`src/rtl/mem_map_map.svh`:
```
// address map constants for the core memory decoder
// assumes inclusion by the package and the decoder only
`ifndef MEM_MAP_MAP_SVH
`define MEM_MAP_MAP_SVH
`define PC_WIDTH 13
`define PROG_IMPL_WIDTH 11
`define RESET_VECTOR 13'h0000
`define IRQ_VECTOR 13'h0004
`define BANK_SEL_POS 5
`define SPECIAL_LIMIT 7'h20
`define RAM0_LO 8'h20
`define RAM0_HI 8'h7f
`define RAM1_LO 8'ha0
`define RAM1_HI 8'hbf
`define SHARED_LO 8'hf0
`define SHARED_HI 8'hff
`define SHARED_BASE 8'h70
`define ADDR_INDIRECT 7'h00
`define ADDR_PC_LOW 7'h02
`define ADDR_STATUS 7'h03
`define ADDR_POINTER 7'h04
`define ADDR_LATCH 7'h0a
`define ADDR_INTCTL 7'h0b
`define RAM_WORDS 128
`define STACK_DEPTH 8
`define BRANCH_CYCLES 2
`endif

```
`src/rtl/mem_map_pkg.sv`:
```
// types for the core memory decoder
// assumes the map header is on the include path
`include "mem_map_map.svh"
package mem_map_pkg;
	typedef logic [`PC_WIDTH-1:0] pc_t;
	typedef logic [7:0] byte_t;
	typedef enum logic [2:0] {
		ST_IDLE = 3'b001,
		ST_EXEC = 3'b010,
		ST_BRANCH = 3'b100
	} fetch_state_e;
endpackage

```
`src/rtl/mem_map.sv`:
```
// program counter, stack and data-space decoder of a small 8-bit core
// assumes the core drives one access per enabled cycle, synchronous to core_clk_i
`include "mem_map_map.svh"

module mem_map
	import mem_map_pkg::*;
(
	// clock and reset
	input wire logic core_clk_i,
	input wire logic reset_n_i,
	input wire logic clk_en_i,
	// fetch control
	input wire logic fetch_i,
	input wire logic branch_i,
	input wire mem_map_pkg::pc_t branch_target_i,
	input wire logic call_i,
	input wire logic return_i,
	input wire logic irq_accept_i,
	// data access
	input wire logic data_valid_i,
	input wire logic data_write_i,
	input wire logic [6:0] data_addr_i,
	input wire mem_map_pkg::byte_t data_wdata_i,
	// outputs
	output mem_map_pkg::pc_t pc_o,
	output logic [`PROG_IMPL_WIDTH-1:0] prog_addr_o,
	output mem_map_pkg::byte_t data_rdata_o,
	output logic busy_o,
	output logic bank_select_bit_o
);
	import mem_map_pkg::*;

	typedef struct packed {
		pc_t pc;
		logic [`PROG_IMPL_WIDTH-1:0] prog_addr;
		fetch_state_e st;
		logic [2:0] sp;
		byte_t status;
		byte_t pointer;
		byte_t latch;
		byte_t intctl;
		byte_t rdata;
		// one 32-byte page per bank, so plain special offsets never alias across banks
		logic [15:0][31:0] special_store;
	} state_s;

	state_s s_reg, s_next;
	pc_t stack_reg [`STACK_DEPTH];
	byte_t ram_reg [`RAM_WORDS];

	logic [7:0] eff_addr;
	logic ram_hit;
	logic [6:0] ram_idx;
	logic core_hit;
	pc_t pc_plus;

	always_comb begin
		// indirect location redirects through the pointer
		if (data_addr_i == `ADDR_INDIRECT) begin
			eff_addr = s_reg.pointer;
		end else begin
			eff_addr = {s_reg.status[`BANK_SEL_POS], data_addr_i};
		end
		ram_hit = 1'b0;
		ram_idx = 7'h00;
		if (eff_addr >= `RAM0_LO && eff_addr <= `RAM0_HI) begin
			ram_hit = 1'b1;
			ram_idx = eff_addr[6:0];
		end else if (eff_addr >= `RAM1_LO && eff_addr <= `RAM1_HI) begin
			ram_hit = 1'b1;
			// bank 1 ram takes cells 00h-1fh, which bank 0 never reaches, so the shared window stays apart
			ram_idx = {2'b00, eff_addr[4:0]};
		end else if (eff_addr >= `SHARED_LO) begin
			ram_hit = 1'b1;
			ram_idx = {3'b111, eff_addr[3:0]};
		end
		core_hit = (eff_addr[6:0] == `ADDR_PC_LOW) || (eff_addr[6:0] == `ADDR_STATUS) ||
			(eff_addr[6:0] == `ADDR_POINTER) || (eff_addr[6:0] == `ADDR_LATCH) ||
			(eff_addr[6:0] == `ADDR_INTCTL) || (eff_addr[6:0] == `ADDR_INDIRECT);
	end

	assign pc_plus = s_reg.pc + `PC_WIDTH'(1);

	always_comb begin
		s_next = s_reg;
		if (s_reg.st == ST_BRANCH) begin
			s_next.st = ST_EXEC;
		end else if (irq_accept_i) begin
			s_next.pc = `IRQ_VECTOR;
			s_next.sp = s_reg.sp + 3'h1;
			s_next.st = ST_BRANCH;
		end else if (call_i || branch_i) begin
			s_next.pc = branch_target_i;
			s_next.st = ST_BRANCH;
			if (call_i) begin
				s_next.sp = s_reg.sp + 3'h1;
			end
		end else if (return_i) begin
			s_next.pc = stack_reg[s_reg.sp - 3'h1];
			s_next.sp = s_reg.sp - 3'h1;
			s_next.st = ST_BRANCH;
		end else if (fetch_i) begin
			s_next.pc = pc_plus;
			s_next.st = ST_EXEC;
		end
		s_next.prog_addr = s_next.pc[`PROG_IMPL_WIDTH-1:0];
		s_next.rdata = 8'h00;
		if (data_valid_i) begin
			if (core_hit) begin
				case (eff_addr[6:0])
					`ADDR_PC_LOW: s_next.rdata = s_reg.pc[7:0];
					`ADDR_STATUS: s_next.rdata = s_reg.status;
					`ADDR_POINTER: s_next.rdata = s_reg.pointer;
					`ADDR_LATCH: s_next.rdata = s_reg.latch;
					`ADDR_INTCTL: s_next.rdata = s_reg.intctl;
					default: s_next.rdata = 8'h00;
				endcase
				if (data_write_i) begin
					case (eff_addr[6:0])
						`ADDR_PC_LOW: begin
							s_next.pc = {s_reg.latch[4:0], data_wdata_i};
							s_next.prog_addr = s_next.pc[`PROG_IMPL_WIDTH-1:0];
							s_next.st = ST_BRANCH;
						end
						`ADDR_STATUS: s_next.status = data_wdata_i;
						`ADDR_POINTER: s_next.pointer = data_wdata_i;
						`ADDR_LATCH: s_next.latch = {3'b000, data_wdata_i[4:0]};
						`ADDR_INTCTL: s_next.intctl = data_wdata_i;
						default: s_next.latch = s_reg.latch;
					endcase
				end
			end else if (eff_addr[6:0] < `SPECIAL_LIMIT) begin
				s_next.rdata = s_reg.special_store[{eff_addr[7], eff_addr[4:2]}][8*eff_addr[1:0] +: 8];
				if (data_write_i) begin
					s_next.special_store[{eff_addr[7], eff_addr[4:2]}][8*eff_addr[1:0] +: 8] = data_wdata_i;
				end
			end else if (ram_hit) begin
				s_next.rdata = ram_reg[ram_idx];
			end
		end
	end

	always_ff @(posedge core_clk_i) begin
		if (!reset_n_i) begin
			s_reg <= '0;
			s_reg.pc <= `RESET_VECTOR;
			s_reg.st <= ST_IDLE;
			s_reg.status <= 8'h18;
		end else if (clk_en_i) begin
			s_reg <= s_next;
		end
	end

	// arrays sit outside the struct; reset is not needed for ram contents
	always_ff @(posedge core_clk_i) begin
		if (reset_n_i && clk_en_i) begin
			if (data_valid_i && data_write_i && ram_hit && !core_hit) begin
				ram_reg[ram_idx] <= data_wdata_i;
			end
			// an interrupt outranks a branch in the same cycle and must still push
			if (s_reg.st != ST_BRANCH && (irq_accept_i || call_i)) begin
				stack_reg[s_reg.sp] <= irq_accept_i ? s_reg.pc : pc_plus;
			end
		end
	end

	assign pc_o = s_reg.pc;
	assign prog_addr_o = s_reg.prog_addr;
	assign data_rdata_o = s_reg.rdata;
	assign busy_o = s_reg.st[2];
	assign bank_select_bit_o = s_reg.status[`BANK_SEL_POS];

	a_reset_vector: assert property (@(posedge core_clk_i) $rose(reset_n_i) |-> pc_o == `RESET_VECTOR)
		else $error("pc not at reset vector");
	a_irq_vector: assert property (@(posedge core_clk_i) disable iff (!reset_n_i)
		clk_en_i && irq_accept_i && !busy_o |=> pc_o == `IRQ_VECTOR)
		else $error("interrupt did not reach vector");
	a_prog_fold: assert property (@(posedge core_clk_i) disable iff (!reset_n_i)
		prog_addr_o == pc_o[`PROG_IMPL_WIDTH-1:0])
		else $error("program address not folded");
	a_fetch_step: assert property (@(posedge core_clk_i) disable iff (!reset_n_i)
		clk_en_i && fetch_i && !busy_o && !irq_accept_i && !branch_i && !call_i && !return_i
		&& !data_valid_i |=> pc_o == $past(pc_o) + 13'h0001)
		else $error("fetch did not advance pc");
	a_branch_slow: assert property (@(posedge core_clk_i) disable iff (!reset_n_i)
		clk_en_i && branch_i && !busy_o && !irq_accept_i |=> busy_o)
		else $error("branch took one cycle");
	a_unmapped_zero: assert property (@(posedge core_clk_i) disable iff (!reset_n_i)
		clk_en_i && data_valid_i && !ram_hit && eff_addr[6:0] >= `SPECIAL_LIMIT |=> data_rdata_o == 8'h00)
		else $error("unmapped read not zero");
	a_bank_bit: assert property (@(posedge core_clk_i) disable iff (!reset_n_i)
		data_addr_i != `ADDR_INDIRECT |-> eff_addr[7] == bank_select_bit_o)
		else $error("bank bit not applied");
	a_core_mirror: assert property (@(posedge core_clk_i) disable iff (!reset_n_i)
		clk_en_i && data_valid_i && !data_write_i && eff_addr[6:0] == `ADDR_POINTER |=>
		data_rdata_o == $past(s_reg.pointer))
		else $error("pointer mirror wrong");

	// reset and control timing
	a_reset_state: assert property (@(posedge core_clk_i) !reset_n_i |=>
		pc_o == `RESET_VECTOR && !busy_o && data_rdata_o == 8'h00)
		else $error("reset state wrong");
	a_call_slow: assert property (@(posedge core_clk_i) disable iff (!reset_n_i)
		clk_en_i && call_i && !busy_o && !irq_accept_i |=> busy_o)
		else $error("call took one cycle");
	a_return_slow: assert property (@(posedge core_clk_i) disable iff (!reset_n_i)
		clk_en_i && return_i && !busy_o && !irq_accept_i && !call_i && !branch_i |=> busy_o)
		else $error("return took one cycle");

	// data space decode
	a_bank1_ram: assert property (@(posedge core_clk_i) disable iff (!reset_n_i)
		ram_hit && eff_addr >= `RAM1_LO && eff_addr <= `RAM1_HI |-> ram_idx < 7'h20)
		else $error("bank 1 ram overlaps other cells");
	a_shared_cell: assert property (@(posedge core_clk_i) disable iff (!reset_n_i)
		ram_hit && eff_addr >= `SHARED_LO |-> ram_idx == eff_addr[6:0])
		else $error("shared window off its cells");
	a_bank_write: assert property (@(posedge core_clk_i) disable iff (!reset_n_i)
		clk_en_i && data_valid_i && data_write_i && eff_addr[6:0] == `ADDR_STATUS |=>
		bank_select_bit_o == $past(data_wdata_i[`BANK_SEL_POS]))
		else $error("bank bit not written");

	c_irq: cover property (@(posedge core_clk_i) irq_accept_i && clk_en_i);
	c_shared: cover property (@(posedge core_clk_i) data_valid_i && eff_addr >= `SHARED_LO);
	c_indirect: cover property (@(posedge core_clk_i) data_valid_i && data_addr_i == `ADDR_INDIRECT);
	c_return: cover property (@(posedge core_clk_i) return_i && clk_en_i && !busy_o);
	c_bank1_ram: cover property (@(posedge core_clk_i) data_valid_i && ram_hit && eff_addr[7] && eff_addr < `SHARED_LO);
endmodule

```
`config.mk`:
```
export PLATFORM = sky130hd
export DESIGN_NAME = mem_map
export DESIGN_NICKNAME = d
export VERILOG_FILES = /design/src/rtl/mem_map_pkg.sv /design/src/rtl/mem_map.sv
export VERILOG_INCLUDE_DIRS = /design/src /design/src/rtl
export SDC_FILE = /design/constraint.sdc
export NUM_CORES = 2
export LEC_CHECK = 0
export CELL_PAD_IN_SITES_DETAIL_PLACEMENT = 1
export CELL_PAD_IN_SITES_GLOBAL_PLACEMENT = 1
export CORE_UTILIZATION = 40
export DETAILED_ROUTE_END_ITERATION = 16
export DONT_BUFFER_PORTS = 1
export MAX_ROUTING_LAYER = met4
export PLACE_DENSITY_LB_ADDON = 0.1
export SYNTH_ARGS = -nofsm -noshare
export SYNTH_HDL_FRONTEND = slang
export SYNTH_SLANG_ARGS = --single-unit
export TNS_END_PERCENT = 10
```
`constraint.sdc`:
```
create_clock -name core_clk_i -period 13.2 [get_ports core_clk_i]
set_input_delay 1.98 -clock core_clk_i [delete_from_list [all_inputs] [get_ports core_clk_i]]
set_output_delay 1.98 -clock core_clk_i [all_outputs]
set_load 0.05 [all_outputs]
```
# Word-level counts from Yosys, hierarchy flattened

Memories as Yosys holds them, arrays and structs flattened.
Cells that the tools add are included.

Add/sub/neg operators: 4
Reduce and logical (&&, ||, !) cells: 25
Muxes and demuxes: 43
$lt $le $gt $ge: 8
Bitwise operators: 2
Equality and inequality tests: 8
Shift-type cells: 3

Operator list:

| cell                      | number |
|---|---|
| $mux W512                 | 3 |
| $mux W520                 | 1 |
| $bwmux W512               | 1 |
| $bmux W32 S4              | 1 |
| $demux W32 S4             | 1 |
| $mux W27                  | 4 |
| $mux W13                  | 6 |
| $mux W32                  | 2 |
| $pmux W8 S5               | 1 |
| $neg A5 Y34               | 1 |
| $shift A8 B34 Y32 const A | 1 |
| $shiftx A8 B34 Y32        | 1 |
| $mux W8                   | 4 |
| $shiftx A32 B6 Y8         | 1 |
| $reduce_and A5 Y1         | 5 |
| $mux W7                   | 3 |
| $ge A8 B8 Y1 const B      | 2 |
| $mux W3                   | 5 |
| $eq A7 B2 Y1 const B      | 2 |
| $eq A7 B4 Y1 const B      | 2 |
| $logic_not A7 Y1          | 2 |
| $add A13 B1 Y13 const B   | 1 |
| $mux W6                   | 2 |
| $mux W1                   | 9 |
| 17 further kinds          | 32 |

Bits in registers: 579
Bits in writable memories: 1128
Memories kept: 2
Bits of input ports: 38
Logic and storage cells: 120
Output and inout port bits: 34

Memories:

| memory    | words | bits a word | read ports | clocked after memory_dff | wr ports | RTL line      | source |
|---|---|---|---|---|---|---|---|
| ram_reg   | 128   | 8           | 1          | 0                        | 1        | mem_map.sv:49 | `` byte_t ram_reg [`RAM_WORDS]; `` |
| stack_reg | 8     | 13          | 1          | 0                        | 1        | mem_map.sv:48 | `` pc_t stack_reg [`STACK_DEPTH]; `` |

# Logic depth before layout (Yosys ltp)

Depth after elaboration: 13
Mapped depth: 24
Mapped depth without buffers: 14

# Least setup slack after synthesis

No wires, ideal clock.

Path kind: input to register
Start: in data_addr_i[4]
End: reg s_reg[520] in the netlist's numbering
Required time: 13.084 ns
Path slack: 6.721 ns
Data arrival time: 6.363 ns
Library setup time: 0.116 ns
Cell stages on the path: 19
Path through: buf_2 > nor4_4 > a31o_1 > buf_4 > buf_2 > buf_2 > buf_2 > buf_2 > buf_1 > ha_1 > clkbuf_1 > nor2_1 > a211oi_1 > o21ai_1 > clkbuf_1 > or3_1 > nor2_1 > mux2i_1 > nor2b_1

Word-level cells in the longest chain between the ends: 9

RTL lines:

| item                                 | RTL line       | source |
|---|---|---|
| start: declaration                   | mem_map.sv:22  | `input wire logic [6:0] data_addr_i,` |
| $logic_not A7 Y1 (no source line)    | n/a            |  |
| $mux W8 *                            | mem_map.sv:59  | `` if (data_addr_i == `ADDR_INDIRECT) begin `` |
| $eq A7 B2 Y1                         | n/a            |  |
| $logic_or A1 B1 Y1 (5 in series)     | mem_map.sv:77  | `` core_hit = (eff_addr[6:0] == `ADDR_PC_LOW) \|\| (eff_addr[6:0] == `ADDR_STATUS) \|\| `` |
| $reduce_and A5 Y1 (no source line) * | n/a            |  |
| end signal: assignment               | mem_map.sv:150 | `s_reg <= s_next;` |
| end: declaration                     | mem_map.sv:47  | `state_s s_reg, s_next;` |

Mark *: on every way between the ends. The rest lies on a longest branch, timed or not.
A chain may end at the register's enable or synchronous reset.

# Final worst setup path

Start: in data_addr_i[3]
End: reg s_reg (netlist bit data_rdata_o[0])

Word-level cells in the longest chain between the ends: 11

RTL lines:

| item                                                                 | RTL line       | source |
|---|---|---|
| $logic_not A7 Y1 (no source line)                                    | n/a            |  |
| $mux W8 *                                                            | mem_map.sv:59  |  |
| $ge A8 B8 Y1 (no source line) / $le A8 B8 Y1 (equally long branches) | n/a            |  |
| $mux W7 / $logic_and A1 B1 Y1 (equally long branches)                | n/a            |  |
| $mux W7                                                              | mem_map.sv:69  | `` end else if (eff_addr >= `RAM1_LO && eff_addr <= `RAM1_HI) begin `` |
| $mux W7                                                              | mem_map.sv:66  | `` if (eff_addr >= `RAM0_LO && eff_addr <= `RAM0_HI) begin `` |
| $mem_v2 Z128 W8                                                      | n/a            |  |
| $mux W8                                                              | mem_map.sv:137 | `end else if (ram_hit) begin` |
| $mux W8                                                              | mem_map.sv:132 | `` end else if (eff_addr[6:0] < `SPECIAL_LIMIT) begin `` |
| $mux W8 *                                                            | mem_map.sv:109 | `if (core_hit) begin` |
| $mux W520 *                                                          | mem_map.sv:108 | `if (data_valid_i) begin` |

Mark *: on every way between the ends. The rest lies on a longest branch, timed or not. The select of a mux whose other input is x is not followed.

==> metrics.cfg <==
[status]
outcome = complete, but fails checks
violations = slew limit

[critical_path]
crit_path_start_kind = input port
critPathArrivalTime_ps = 7660
required_ps = 13960
endpoint_kind = flip-flop
path_class = in -> reg
critPathBufInv = 2
worst_path_max_delay_cell = a2111oi_0
cp_cell_sequence = nor4_4 > a31o_4 > inv_6 > a211oi_2 > a21boi_4 > buf_4 > nor2_1 > a221o_1 > o21ai_0 > a2111oi_0 > and4_1 > a221o_1
cp_common_cell = a221o_1
cp_top_family = compound AO/OA/AOI/OAI gates
max_stage_delay_ps = 870
cp_max_fo = 51

[place]
place_hpwl_mm = 148.2
gp_congestion = 0.8628
place_inst = 8554
portBuffers = 0
placed_area_sq_um = 74190

[clock_network]
tritoncts = yes
cts_buffer_depth = 3
postCtsSetupRepairBufs = 0
clk_pin_slew_worst_paths_ps = 60
cts_root_buf = clkbuf_16
clock_latency_ps = 850
hold_buffers = 0
cts.sinks = 1696
cts_buffers = 184
cts_resized = 0
htree_levels = 4

[job]
maxCapViolCount = 0

[detailed_routing]
vias = 51784
routedWlPerCell_um = 28.56
wl_mm = 254.1
drt-initial-drc-count = 4608
first_pass_iters = 5
vias_per_cell = 5.820
drc_errors = 0
postRouteAntennaNets = 0

[timing]
grt_setup_unrepaired = false
fin_setup_tns_ps = 0
slew_viol_final = 388
min_period_ps = 6899
fmax_mhz = 145.0
worstMarginPinSlew_ps = 2120
finClkSkew_ps = 37.97
slew_headroom_pct = -41.35
finalSetupViolCount = 0
fin_crit_sh_pct = 52.26
finalHoldViolations = 0

[finish]
layout_common_cells = nand2_1 (1528), edfxtp_1 (1128), dfxtp_1 (566), o21ai_0 (411), nand3_1 (382)
finalInstanceArea_sq_um = 80190
final_cells = 8898
final_util_pct = 44.84
final_common_cell = nand2_1
syn_to_final_growth_pct = 11.02
drive_above_1_share_pct = 7.738
finish.net_count = 6430

[global_routing]
grt_use_total_pct = 28.44
grt_first_pass_wirelength_mm = 372.4
grt_pass1_vias = 52990
grt_start_max_net_pins = 570
antenna_found_initial = 9
overflow = 0

[yosys]
synth.net_count = 6656
ys_warn_count = 0
synthFlopType = edfxtp_1
post-synth-top-area-cell = edfxtp_1
seq_area_frac_synth_pct = 62.64
syn_area_sq_um = 72230
synthCells = 6611
synth_top_area_share_pct = 46.90
synth_edf_count = 1128
avgSynthCellArea_sq_um = 10.93
netlist-cell-type-count = 86
synth.area.top_cells = edfxtp_1 (47%), dfxtp_1 (16%), nand2_1 (8.0%)
synth-async-reset-ratio_pct = 0
synth_seq_cells = 1696

[die]
pin_count = 72
die_area_sq_um = 182300
die_w_um = 426.9
chipHeight_um = 426.9
initial_utilization_pct = 40.39
core-area_sq_um = 178800
placementRows = 155

[pwr]
p_int_uw = 8847
seqPwrFrac_pct = 49.0
p_clk_share_pct = 44.9
swShare_pct = 23.74
pwr_density_cell_nw_per_um2 = 144.7
power.total_uw = 11600
power.leakage_uw = 0.02600
power_frac_comb_pct = 6.1
switching_power_uw = 2754
vdd_ir_drop_max_uv = 123.5

[hold_path]
hold_path.class = reg -> reg

routing by layer:
metal / track usage (%) / vias to the layer above / wire length (um)
met3: 4.144 / 332 / 13180
met4: 7.702 / 0 / 6720
li1: - / 23230 / -
met2: 45.17 / 1410 / 120500
met5: - / - / 0
met1: 38.02 / 26812 / 113700
layout make-up:
type	count	area [sq um]
multi-input cells	4368	24950
flip-flops and latches	1696	45250
repair buffers	116	970.9
inverters	19	76.32
clock inverters	82	910.9
clock buffers	258	5071
fillers	19041	98620
diodes	4	10.01
well taps	2355	2947
through the flow:
step | hold slack [ps] | setup slack [ps]
detailed placement | 443.5 | 5584
global placement | 436.2 | 5659
finish | 457.4 | 6301
global route | 467.3 | 6121
CTS | 463.3 | 6472
floorplan | 424.1 | 6721
Yosys cell counts (5+ instances only):
cell / count
a211o_1: 5
a211oi_1: 20
a21boi_0: 171
a21o_1: 5
a21oi_1: 180
a221oi_1: 46
a22o_1: 10
a22oi_1: 53
a311o_1: 5
a311oi_1: 59
a31o_2: 5
a31oi_1: 98
a32oi_1: 33
and2_1: 280
and3_1: 62
buf_1: 70
buf_2: 78
buf_4: 36
clkbuf_1: 344
dfxtp_1: 568
edfxtp_1: 1128
ha_1: 7
inv_1: 17
mux2i_1: 272
mux4_2: 55
nand2_1: 1535
nand2b_1: 8
nand3_1: 383
nand4_1: 22
nor2_1: 260
nor2b_1: 148
nor3_1: 22
nor4_1: 8
o2111ai_1: 5
o211ai_1: 19
o21ai_0: 412
o21ai_1: 7
o221ai_1: 7
o22ai_1: 36
o31ai_1: 5
or3_1: 8
or4_1: 7
xnor2_1: 22
xor2_1: 6
power groups by stage:
stage | Sequential [uW] | Clock (uW) | Combinational (uW)
after CTS | 5690 | 5290 | 705
after global placement | 5800 | 0 | 698
after detailed placement | 5800 | 0 | 702
after global routing | 5690 | 5470 | 745
after floorplan | 5790 | 0 | 461
final | 5690 | 5200 | 708
kinds of logic (layout without fill, tap and decap cells):
logic type	count (synthesis)	count (layout)	synth area share, %
xor gates and xnor gates	28	28	0.3395
adders and majority gates	7	7	0.1213
DFF	1696	1696	62.64
muxes	330	330	5.531
AOI/OAI and AO/OA	1240	1240	11.08
other	0	4	0
and+or+nand+nor	2763	2763	17.12
buffers and inverters	547	475	3.165
worst paths after layout:
path | from | endpoint | slack, ps | cells after the start
max reg2reg | s_reg[543] | data_rdata_o[0] | 7350 | 12
min | flip-flop | flip-flop | 460 | 1
max | data_addr_i[3] | data_rdata_o[0] | 6300 | 12
min reg2reg | flip-flop | flip-flop | 460 | 1
No activity file was read; power rests on OpenSTA's default activity.
